--- config.mk ---
export PLATFORM = sky130hd
export DESIGN_NAME = sxra_regfile
export DESIGN_NICKNAME = d
export VERILOG_FILES = /design/src/core/sxra_pkg.sv /design/src/core/sxra_wide_regs.sv /design/src/core/sxra_regfile.sv
export VERILOG_INCLUDE_DIRS = /design/src /design/src/core
export SDC_FILE = /design/constraint.sdc
export NUM_CORES = 2
export LEC_CHECK = 0
export ABC_AREA = 1
export BUFFER_PORTS_ARGS = -buffer_cell sky130_fd_sc_hd__buf_4
export CAP_MARGIN = 10
export CELL_PAD_IN_SITES_DETAIL_PLACEMENT = 1
export CELL_PAD_IN_SITES_GLOBAL_PLACEMENT = 1
export CORE_ASPECT_RATIO = 1.1
export CORE_MARGIN = 10
export CORE_UTILIZATION = 47
export DETAILED_ROUTE_END_ITERATION = 10
export HOLD_SLACK_MARGIN = 0.15
export PLACE_DENSITY = 0.83
export SETUP_SLACK_MARGIN = 0.4
export SLEW_MARGIN = 30
export SYNTH_ARGS = -nofsm -noshare
export SYNTH_HDL_FRONTEND = slang
export SYNTH_SLANG_ARGS = --single-unit
--- constraint.sdc ---
create_clock -name core_clk -period 135.7 [get_ports core_clk]
set_input_delay 20.355 -clock core_clk [delete_from_list [all_inputs] [get_ports core_clk]]
set_output_delay 20.355 -clock core_clk [all_outputs]
set_load 0.05 [all_outputs]
--- src/core/sxra_consts.svh ---
// Constants for the shared packed/stack register file
`ifndef SXRA_CONSTS_SVH
`define SXRA_CONSTS_SVH
`define SXRA_NUM_NARROW      8
`define SXRA_NARROW_W        64
`define SXRA_NUM_WIDE        8
`define SXRA_WIDE_W          128
`define SXRA_STACK_W         80
`define SXRA_TAG_RESET       8'h00
`define SXRA_TAG_ALL_VALID   8'hff
`define SXRA_WIDE_ALIGN_BITS 4
`endif

--- src/core/sxra_pkg.sv ---
// Types for the shared packed/stack register file
package sxra_pkg;
    typedef enum logic [2:0] {
        SXRA_OP_NONE,
        SXRA_OP_NARROW_WR,
        SXRA_OP_NARROW_RD,
        SXRA_OP_STACK_WR,
        SXRA_OP_STACK_RD,
        SXRA_OP_EMPTY,
        SXRA_OP_TAG_WR
    } sxra_op_type;
    typedef enum logic [1:0] {
        SXRA_MEM_NONE,
        SXRA_MEM_NARROW,
        SXRA_MEM_WIDE,
        SXRA_MEM_WIDE_UNALIGNED
    } sxra_mem_type;
endpackage : sxra_pkg

--- src/core/sxra_wide_regs.sv ---
// Separate 128-bit packed register bank
`timescale 1ns/1ps
`include "sxra_consts.svh"
module sxra_wide_regs #(
    parameter int NUM   = `SXRA_NUM_WIDE,
    parameter int WIDTH = `SXRA_WIDE_W
) (
    input  wire logic                     core_clk,
    input  wire logic                     rst,
    input  wire logic                     wr_en,
    input  wire logic [$clog2(NUM)-1:0]   wr_idx,
    input  wire logic [WIDTH-1:0]         wr_data,
    input  wire logic [$clog2(NUM)-1:0]   rd_idx,
    output logic      [WIDTH-1:0]         rd_data
);
    // Refuse sizes that leave the index port without bits
    if (NUM < 2 || WIDTH < 1) begin : g_bad_size
        $error("sxra_wide_regs: bad size");
    end
    logic [WIDTH-1:0] bank [NUM];
    // Never touched by stack or tag activity
    always_ff @(posedge core_clk or posedge rst) begin
        if (rst) begin
            for (int i = 0; i < NUM; i++) bank[i] <= '0;
        end else if (wr_en) begin
            bank[wr_idx] <= wr_data;
        end
    end
    // Contents are raw bits; any data type reads back the same
    always_ff @(posedge core_clk or posedge rst) begin
        if (rst) begin
            rd_data <= '0;
        end else begin
            rd_data <= bank[rd_idx];
        end
    end
endmodule : sxra_wide_regs

--- src/core/sxra_regfile.sv ---
// Shared packed/stack register file with tag word and alignment checks
// Summary of operation
// - Narrow packed regs alias the stack registers.
// - Narrow register reference sets all tag bits.
// - Empty-state instruction clears all tag bits.
// - Wide registers stored apart from stack.
// - Misaligned wide access faults unless unaligned move.
// - Misaligned narrow access never faults.
// - Stack op with full tag flags overflow.
// - Wide data independent of instruction data type.
`timescale 1ns/1ps
`include "sxra_consts.svh"
module sxra_regfile #(
    parameter int NUM     = `SXRA_NUM_NARROW,
    parameter int NWIDTH  = `SXRA_NARROW_W,
    parameter int SWIDTH  = `SXRA_STACK_W,
    parameter int WWIDTH  = `SXRA_WIDE_W,
    parameter int AWIDTH  = 32
) (
    input  wire logic                     core_clk,
    input  wire logic                     rst,
    input  wire sxra_pkg::sxra_op_type    op,
    input  wire logic [$clog2(NUM)-1:0]   idx,
    input  wire logic [SWIDTH-1:0]        wr_data,
    input  wire logic [NUM-1:0]           tag_wr_data,
    output logic      [SWIDTH-1:0]        rd_data,
    output logic      [NUM-1:0]           tag_valid,
    output logic                          stack_overflow,
    input  wire logic                     wide_wr_en,
    input  wire logic [$clog2(NUM)-1:0]   wide_wr_idx,
    input  wire logic [WWIDTH-1:0]        wide_wr_data,
    input  wire logic [$clog2(NUM)-1:0]   wide_rd_idx,
    output logic      [WWIDTH-1:0]        wide_rd_data,
    input  wire sxra_pkg::sxra_mem_type   mem_kind,
    input  wire logic [AWIDTH-1:0]        mem_addr,
    output logic                          align_fault
);
    localparam int EXTW       = SWIDTH - NWIDTH;
    localparam int ALIGN      = `SXRA_WIDE_ALIGN_BITS;
    localparam int WIDE_BYTES = WWIDTH / 8;

    // Refuse sizes that the tag word and the alias view cannot serve
    if (NUM != 8) begin : g_bad_num
        $error("sxra_regfile: tag word needs eight registers");
    end
    if (SWIDTH <= NWIDTH) begin : g_bad_swidth
        $error("sxra_regfile: stack entry must be wider than packed view");
    end
    if (AWIDTH <= ALIGN) begin : g_bad_awidth
        $error("sxra_regfile: address narrower than alignment field");
    end
    if (WIDE_BYTES != (1 << ALIGN)) begin : g_bad_align
        $error("sxra_regfile: alignment field does not match wide register size");
    end

    // Shared storage: narrow view is the low bits of each stack entry
    logic [SWIDTH-1:0] shared [NUM];
    logic              narrow_ref;
    logic              stack_ref;
    logic              write_ref;
    logic              read_ref;
    logic [SWIDTH-1:0] write_value;
    logic [SWIDTH-1:0] read_value;

    // Memory reference classes and tag state checks
    logic              wide_ref;
    logic              wide_fault;
    logic              overflow_hit;

    // Op classes, shared by storage, read and overflow logic
    function automatic logic is_narrow_op(input sxra_pkg::sxra_op_type o);
        is_narrow_op = (o == sxra_pkg::SXRA_OP_NARROW_WR) || (o == sxra_pkg::SXRA_OP_NARROW_RD);
    endfunction : is_narrow_op

    function automatic logic is_stack_op(input sxra_pkg::sxra_op_type o);
        is_stack_op = (o == sxra_pkg::SXRA_OP_STACK_WR) || (o == sxra_pkg::SXRA_OP_STACK_RD);
    endfunction : is_stack_op

    function automatic logic is_write_op(input sxra_pkg::sxra_op_type o);
        is_write_op = (o == sxra_pkg::SXRA_OP_NARROW_WR) || (o == sxra_pkg::SXRA_OP_STACK_WR);
    endfunction : is_write_op

    function automatic logic is_read_op(input sxra_pkg::sxra_op_type o);
        is_read_op = (o == sxra_pkg::SXRA_OP_NARROW_RD) || (o == sxra_pkg::SXRA_OP_STACK_RD);
    endfunction : is_read_op

    // Stack form of a narrow value: the top field is forced to ones
    function automatic logic [SWIDTH-1:0] narrow_to_stack(input logic [NWIDTH-1:0] v);
        narrow_to_stack = {{EXTW{1'b1}}, v};
    endfunction : narrow_to_stack

    // Narrow view of a stack entry, zero extended for the shared read port
    function automatic logic [SWIDTH-1:0] stack_to_narrow(input logic [SWIDTH-1:0] e);
        stack_to_narrow = {{EXTW{1'b0}}, e[NWIDTH-1:0]};
    endfunction : stack_to_narrow

    // Any set bit below the wide register's byte size is a misaligned start
    function automatic logic wide_misaligned(input logic [AWIDTH-1:0] a);
        wide_misaligned = |a[ALIGN-1:0];
    endfunction : wide_misaligned

    function automatic logic tag_full(input logic [NUM-1:0] t);
        tag_full = (t == `SXRA_TAG_ALL_VALID);
    endfunction : tag_full

    // Tag word with one more entry marked as holding a value
    function automatic logic [NUM-1:0] tag_set_bit(input logic [NUM-1:0] t, input logic [$clog2(NUM)-1:0] i);
        tag_set_bit    = t;
        tag_set_bit[i] = 1'b1;
    endfunction : tag_set_bit

    assign narrow_ref = is_narrow_op(op);
    assign stack_ref  = is_stack_op(op);
    assign write_ref  = is_write_op(op);
    assign read_ref   = is_read_op(op);

    // Unaligned move kind is left out on purpose: it completes without fault
    assign wide_ref   = (mem_kind == sxra_pkg::SXRA_MEM_WIDE);
    assign wide_fault = wide_ref && wide_misaligned(mem_addr);

    // Judged on the tag word before this op; a missed empty step shows here
    assign overflow_hit = stack_ref && tag_full(tag_valid);

    // Write value in stack form, whichever view the op uses
    always_comb begin
        if (narrow_ref) begin
            write_value = narrow_to_stack(wr_data[NWIDTH-1:0]);
        end else begin
            write_value = wr_data;
        end
    end

    // Read value in the view the op asks for
    always_comb begin
        if (narrow_ref) begin
            read_value = stack_to_narrow(shared[idx]);
        end else begin
            read_value = shared[idx];
        end
    end

    // Narrow writes land in the same entries that stack writes use
    always_ff @(posedge core_clk or posedge rst) begin
        if (rst) begin
            for (int i = 0; i < NUM; i++) begin
                shared[i] <= '0;
            end
        end else if (write_ref) begin
            shared[idx] <= write_value;
        end
    end

    // Last read result stands until the next read
    always_ff @(posedge core_clk or posedge rst) begin
        if (rst) begin
            rd_data <= '0;
        end else if (read_ref) begin
            rd_data <= read_value;
        end else begin
            rd_data <= rd_data;
        end
    end

    // Tag word: one valid bit per shared register
    always_ff @(posedge core_clk or posedge rst) begin
        if (rst) begin
            tag_valid <= `SXRA_TAG_RESET;
        end else begin
            case (op)
                sxra_pkg::SXRA_OP_NARROW_WR,
                sxra_pkg::SXRA_OP_NARROW_RD: begin
                    tag_valid <= `SXRA_TAG_ALL_VALID;
                end
                sxra_pkg::SXRA_OP_EMPTY: begin
                    tag_valid <= `SXRA_TAG_RESET;
                end
                sxra_pkg::SXRA_OP_TAG_WR: begin
                    tag_valid <= tag_wr_data;
                end
                sxra_pkg::SXRA_OP_STACK_WR: begin
                    tag_valid <= tag_set_bit(tag_valid, idx);
                end
                default: begin
                    tag_valid <= tag_valid;
                end
            endcase
        end
    end

    // One cycle of overflow per offending stack op
    always_ff @(posedge core_clk or posedge rst) begin
        if (rst) begin
            stack_overflow <= 1'b0;
        end else begin
            stack_overflow <= overflow_hit;
        end
    end

    // Narrow misalignment only costs latency, so it never faults
    always_ff @(posedge core_clk or posedge rst) begin
        if (rst) begin
            align_fault <= 1'b0;
        end else begin
            align_fault <= wide_fault;
        end
    end

    // Wide bank sits apart: stack, narrow and tag traffic never reach it
    sxra_wide_regs #(
        .NUM   (NUM),
        .WIDTH (WWIDTH)
    ) u_wide (
        .core_clk (core_clk),
        .rst      (rst),
        .wr_en    (wide_wr_en),
        .wr_idx   (wide_wr_idx),
        .wr_data  (wide_wr_data),
        .rd_idx   (wide_rd_idx),
        .rd_data  (wide_rd_data)
    );
endmodule : sxra_regfile

=== After elaboration in Yosys (flattened, before gate mapping) ===
Index checks and enable logic that the tools add are counted.

* Word-level logic and storage cells: 69
* Input bits: 265
* Bits in registers: 1882
* Output and inout bits: 218

* Equality and inequality tests: 8
* Reductions and logical operators: 12
* $lt $le $gt $ge: 7
* Bitwise operators: 4
* Muxes and demuxes: 17

{| class="wikitable"
|+ Operator list
! operator !! number
|-
| bitwise mux 1024 bit || 1
|-
| bitwise mux 640 bit || 1
|-
| 2-to-1 mux 80 bit || 5
|-
| binary-select mux 128 bit (select 3 bit) || 1
|-
| demux 128 bit (select 3 bit) || 1
|-
| 2-to-1 mux 128 bit || 3
|-
| binary-select mux 80 bit (select 3 bit) || 1
|-
| demux 80 bit (select 3 bit) || 1
|-
| case mux 8 bit (4 select lines) || 1
|-
| >= comparator 4 bit, second input constant || 3
|-
| inverter 3 -> 4 bit || 3
|-
| == test 3 bit, second input constant || 3
|-
| == test 8 bit, second input constant || 1
|-
| < comparator 4 x 1 -> 1 bit, second input constant || 2
|-
| bitwise OR 8 bit || 1
|-
| == test 3 x 2 -> 1 bit, second input constant || 2
|-
| logical AND 1 bit || 5
|-
| logical OR 1 bit || 4
|-
| < comparator 3 x 4 -> 1 bit, second input constant || 1
|-
| nonzero test 4 bit || 1
|-
| OR reduction 4 bit || 1
|-
| demux 1 bit (select 3 bit) || 1
|-
| == test 3 x 1 -> 1 bit, second input constant || 1
|-
| >= comparator 3 x 1 -> 1 bit, second input constant || 1
|-
| 3 further kinds || 3
|}

=== Depth between registers and ports, before layout ===
* Depth after elaboration: 6
* Mapped depth: 10
* Gate-level depth less buffers: 8

=== Modules after synthesis ===
A second synthesis with hierarchy kept.

* Cell total of the unflattened synthesis: 11363
* Area total of the unflattened synthesis: 85931.2 µm²

{| class="wikitable"
|+ Modules (own cells, without submodules)
! module !! times used !! cells an instance !! seq. area each (µm²) !! area an instance (µm²)
|-
| sxra_wide_regs || 1 || 6971 || 28827.6 || 52800.6
|-
| sxra_regfile || 1 || 4392 || 18267.5 || 33130.5
|}

=== Worst setup path before layout ===
No wires, ideal clock.

* Path kind: input to register
* Start: in wide_rd_idx[0]
* End: reg u_wide.rd_data[119]
* Stages: 9
* Required time: 135.635 ns
* Path slack: 114.041 ns
* Path buffers: 4
* Arrival: 21.594 ns
* Cells stage by stage: buf_2 -> clkinv_1 -> buf_2 -> clkbuf_1 -> clkbuf_1 -> nor2_1 -> o21ai_0 -> nand2_1 -> nand2_1

* Longest elaborated chain between the ends: 4

{| class="wikitable"
|+ Ends and longest elaborated chain
! element !! RTL line !! source
|-
| start, declared || sxra_regfile.sv:32 || <nowiki>input wire logic [$clog2(NUM)-1:0] wide_rd_idx,</nowiki>
|-
| inverter 3 -> 4 bit (not written as such) || sxra_wide_regs.sv:34 || <nowiki>rd_data <= bank[rd_idx];</nowiki>
|-
| binary-select mux 128 bit (select 3 bit) || sxra_wide_regs.sv:34 ||
|-
| 2-to-1 mux 128 bit (not written as such) (2 in a row) || sxra_wide_regs.sv:34 ||
|-
| end signal, assigned || sxra_wide_regs.sv:34 ||
|-
| end, declared || sxra_wide_regs.sv:14 || <nowiki>output logic [WIDTH-1:0] rd_data</nowiki>
|}

No other way between the ends. The select of a mux whose other input is x is not followed.
A chain may end at the register's enable or synchronous reset.

==> results by group <==
Floorplanning
  • Die area: 192000 µm²
  • Core Region: 173000 µm²
  • Starting density of the core: 47.4%
  • Die H: 459 µm
  • IO Pins: 483
  • Die W: 419 µm
  • Row count: 160

Route
  • Post-route ant nets: 0
  • Initial drt markers: 5044
  • Via count: 70500
  • DR DRC count: 0
  • DR vias/cell: 5.56
  • DR WL/cell: 20.6 µm
  • Detailed Routing Iterations Pass 1: 5
  • WL final: 261 mm

Clock network
  • Resize count post-CTS: 0
  • CTS Buffer Depth: 3
  • Worst skew pair latency: 840 ps
  • Postcts setup bufs: 0
  • Hold-fix buffers, CTS: 0
  • Root Buffer: clkbuf_16
  • Num CTS Buffers: 198
  • H-tree depth: 4
  • CTS tree: built
  • CTS sink count: 1882
  • Clock-pin slew on the worst setup and hold paths: 60 ps

Synthesis
  • Cells after Synth: 10200
  • Post-synthesis mux area share: 0%
  • Seq/Total Area, Yosys: 57.3%
  • Synth unique cells: 20
  • Synth top area share: 57.3%
  • Post-Syn Nets: 10500
  • Synth Area in Adders: 0%
  • XOR/XNOR Fraction of Synth Area: 0%
  • Largest family of logic cells by synthesized area: simple AND/OR/NAND/NOR gates
  • Synth top area cells: dfrtp_1 (57%), o21ai_0 (14%), nand2_1 (13%), nor2_1 (4.2%), inv_1 (4.0%)
  • Mapped Area: 82200 µm²
  • Syn avg cell area: 8.04 µm²
  • Simple-gate share of the synthesized area: 19.7%
  • Largest area contributor in the netlist: dfrtp_1
  • Syn. warnings: 0
  • Yosys reg bits: 1882
  • Synth Area in Compound Gates: 15.3%

Pwr
  • Max IR drop VDD: 0.0131 mV
  • Clk network pwr share: 36.1%
  • Net Sw Power: 479 µW
  • Reg power frac: 46.1%
  • Leak Pwr: 0.0462 µW
  • Comb pwr share: 17.8%
  • Cell-internal power: 1110 µW
  • P per Cell Area: 16.9 nW/µm²
  • Switch share: 30.2%

Final layout
  • Post-Layout Inst Area: 93800 µm²
  • Commonest non-fill, non-tap cells in the layout: nand2_1 (2938), o21ai_0 (2255), dfrtp_1 (1882)
  • Syn-to-layout area delta: 14.1%
  • Final net count: 10500
  • Leading cell type in the layout, fill and taps excluded: nand2_1
  • Share of cells above drive strength 1: 8.80%

Min path
  • Hold endpoint: u_wide.bank[233]
  • Hold Crit Depth: 2
  • Hold Path Class: reg -> reg
  • Min-delay src: u_wide.bank[233]

Critical path
  • Crit path DAT: 24610 ps
  • Crit path max-delay family: buffers and inverters
  • CP max stage delay: 660 ps
  • Worst R2R End: rd_data[9]
  • Setup CP Type: in -> async
  • Req. time, crit path: 136600 ps
  • Worst path bufs/invs: 8
  • Worst R2R Setup Slack: 134220 ps
  • Crit start category: primary input
  • Worst path most repeated cell: buf_6
  • CP cell instances: buf_4 > inv_8 > buf_6 > buf_12 > buf_16 > buf_6 > buf_6 > buf_4
  • Critical R2R Launch: shared[89]
  • Crit end category: asynchronous set/reset pin
  • CP Max Fanout: 120
  • FF-to-FF path depth: 6
  • Crit-path slowest cell: buf_6

Timing
  • Worst-Margin Slew: 1400 ps
  • Slew margin rel.: 6.56%
  • RSZ-0062 raised after global routing: no
  • Setup TNS: 0 ps
  • Tmin final: 23710 ps
  • Final count of pins violating max slew: 0
  • Peak Freq: 0.0422 GHz
  • Fin crit share: 17.5%
  • Setup Skew: 32.0 ps
  • Final worst slack: 111990 ps
  • Final Setup Violations: 0
  • Final Hold Viols: 0

Global routing
  • Global-route wire length before repair: 418 mm
  • Total track usage: 26.8%
  • Initial antenna violation count: 13
  • Vias in the first global route: 76700
  • Grt total ovfl: 0
  • Largest net degree at the start of global routing: 205

Placement
  • Port bufs: 454
  • HPWL Detailed: 147 mm
  • Worst slack at placement: 110050 ps
  • Dpl cell area: 86600 µm²
  • Gpl congestion: 0.787

Outcome
  • Run status: completed

Run
  • Max Cap Viol: 0
-- final cells by class --
class	count	area [µm²]
diodes	8	20.0
repair buffers	555	4550
flip-flops and latches	1882	47100
clock buffers	305	6130
clock inverters	66	822
fillers	20700	79600
multi-input cells	6726	29000
inverters	882	3340
well taps	2268	2840
-- worst max-delay path by stage --
| stage | cells past startpoint | from | slack [ps] | endpoint |
|---|---|---|---|---|
| 6_report | 8 | rst | 111990 | u_wide.rd_data[90] |
| 5_1_grt | 8 | rst | 111420 | u_wide.rd_data[90] |
| 4_1_cts | 7 | rst | 110980 | u_wide.bank[607] |
| 3_5_place_dp | 7 | rst | 110050 | u_wide.bank[602] |
| 3_3_place_gp | 7 | rst | 110150 | u_wide.bank[602] |
| 2_1_floorplan | 1 | rst | 62200 | align_fault |
-- power by group through the flow --
| stage | Clock (µW) | Combinational [µW] | Sequential (µW) |
|---|---|---|---|
| after detailed placement | 0 | 279 | 738 |
| after global routing | 607 | 321 | 742 |
| after global placement | 0 | 262 | 730 |
| final | 572 | 282 | 731 |
| after CTS | 583 | 285 | 730 |
| after floorplan | 0 | 159 | 768 |
-- routing by layer --
metal,vias up,track usage (%),part of all wire [%]
li1,32300,-,-
met1,36200,32.7,41
met5,-,0,0.0080
met4,4,12.1,4.3
met3,496,3.57,4.3
met2,1535,47.0,50
-- Yosys cell counts --
cell type     n
dfrtp_1    1882
nand4_1       2
nor3_1        2
a211oi_1      1
clkbuf_2     64
inv_1       876
clkbuf_1    535
o21ai_1     130
nand3b_1      1
buf_2       103
nor4_1        1
nor2_2        3
a21oi_1     131
buf_1        40
nand2_1    2946
clkinv_1      1
nand3_1     336
inv_2         5
o21ai_0    2255
nor2_1      918
-- through the flow --
step / utilization (%) / power [µW] / hold slack, ps / std cells
final: 54.1 / 1590 / 478 / 12700
after global routing: 54.1 / 1670 / 499 / 12700
after CTS: 54.0 / 1600 / 482 / 12700
after detailed placement: 49.9 / 1020 / 468 / 12300
after global placement: 49.9 / 992 / 461 / 12300
after floorplan: - / 927 / 448 / 10200
-- sequential cells by signal (all words and copies together) (netlist names) --
signal	cells
stack_overflow	1
u_wide.bank	1024
shared	640
align_fault	1
u_wide.rd_data	128
rd_data	80
tag_valid	8
-- cell families after synthesis --
kind of cell           after synthesis
and+or+nand+nor                   4209
DFF                               1882
AOI/OAI and AO/OA                 2517
buffers and inverters             1624
-- tightest hold or removal path, cell delays in order, from the launching register on --
cell	delay [ps]
dfrtp_1	340
nand2_1	50
o21ai_0	60
No activity file was read; power rests on OpenSTA's default activity.
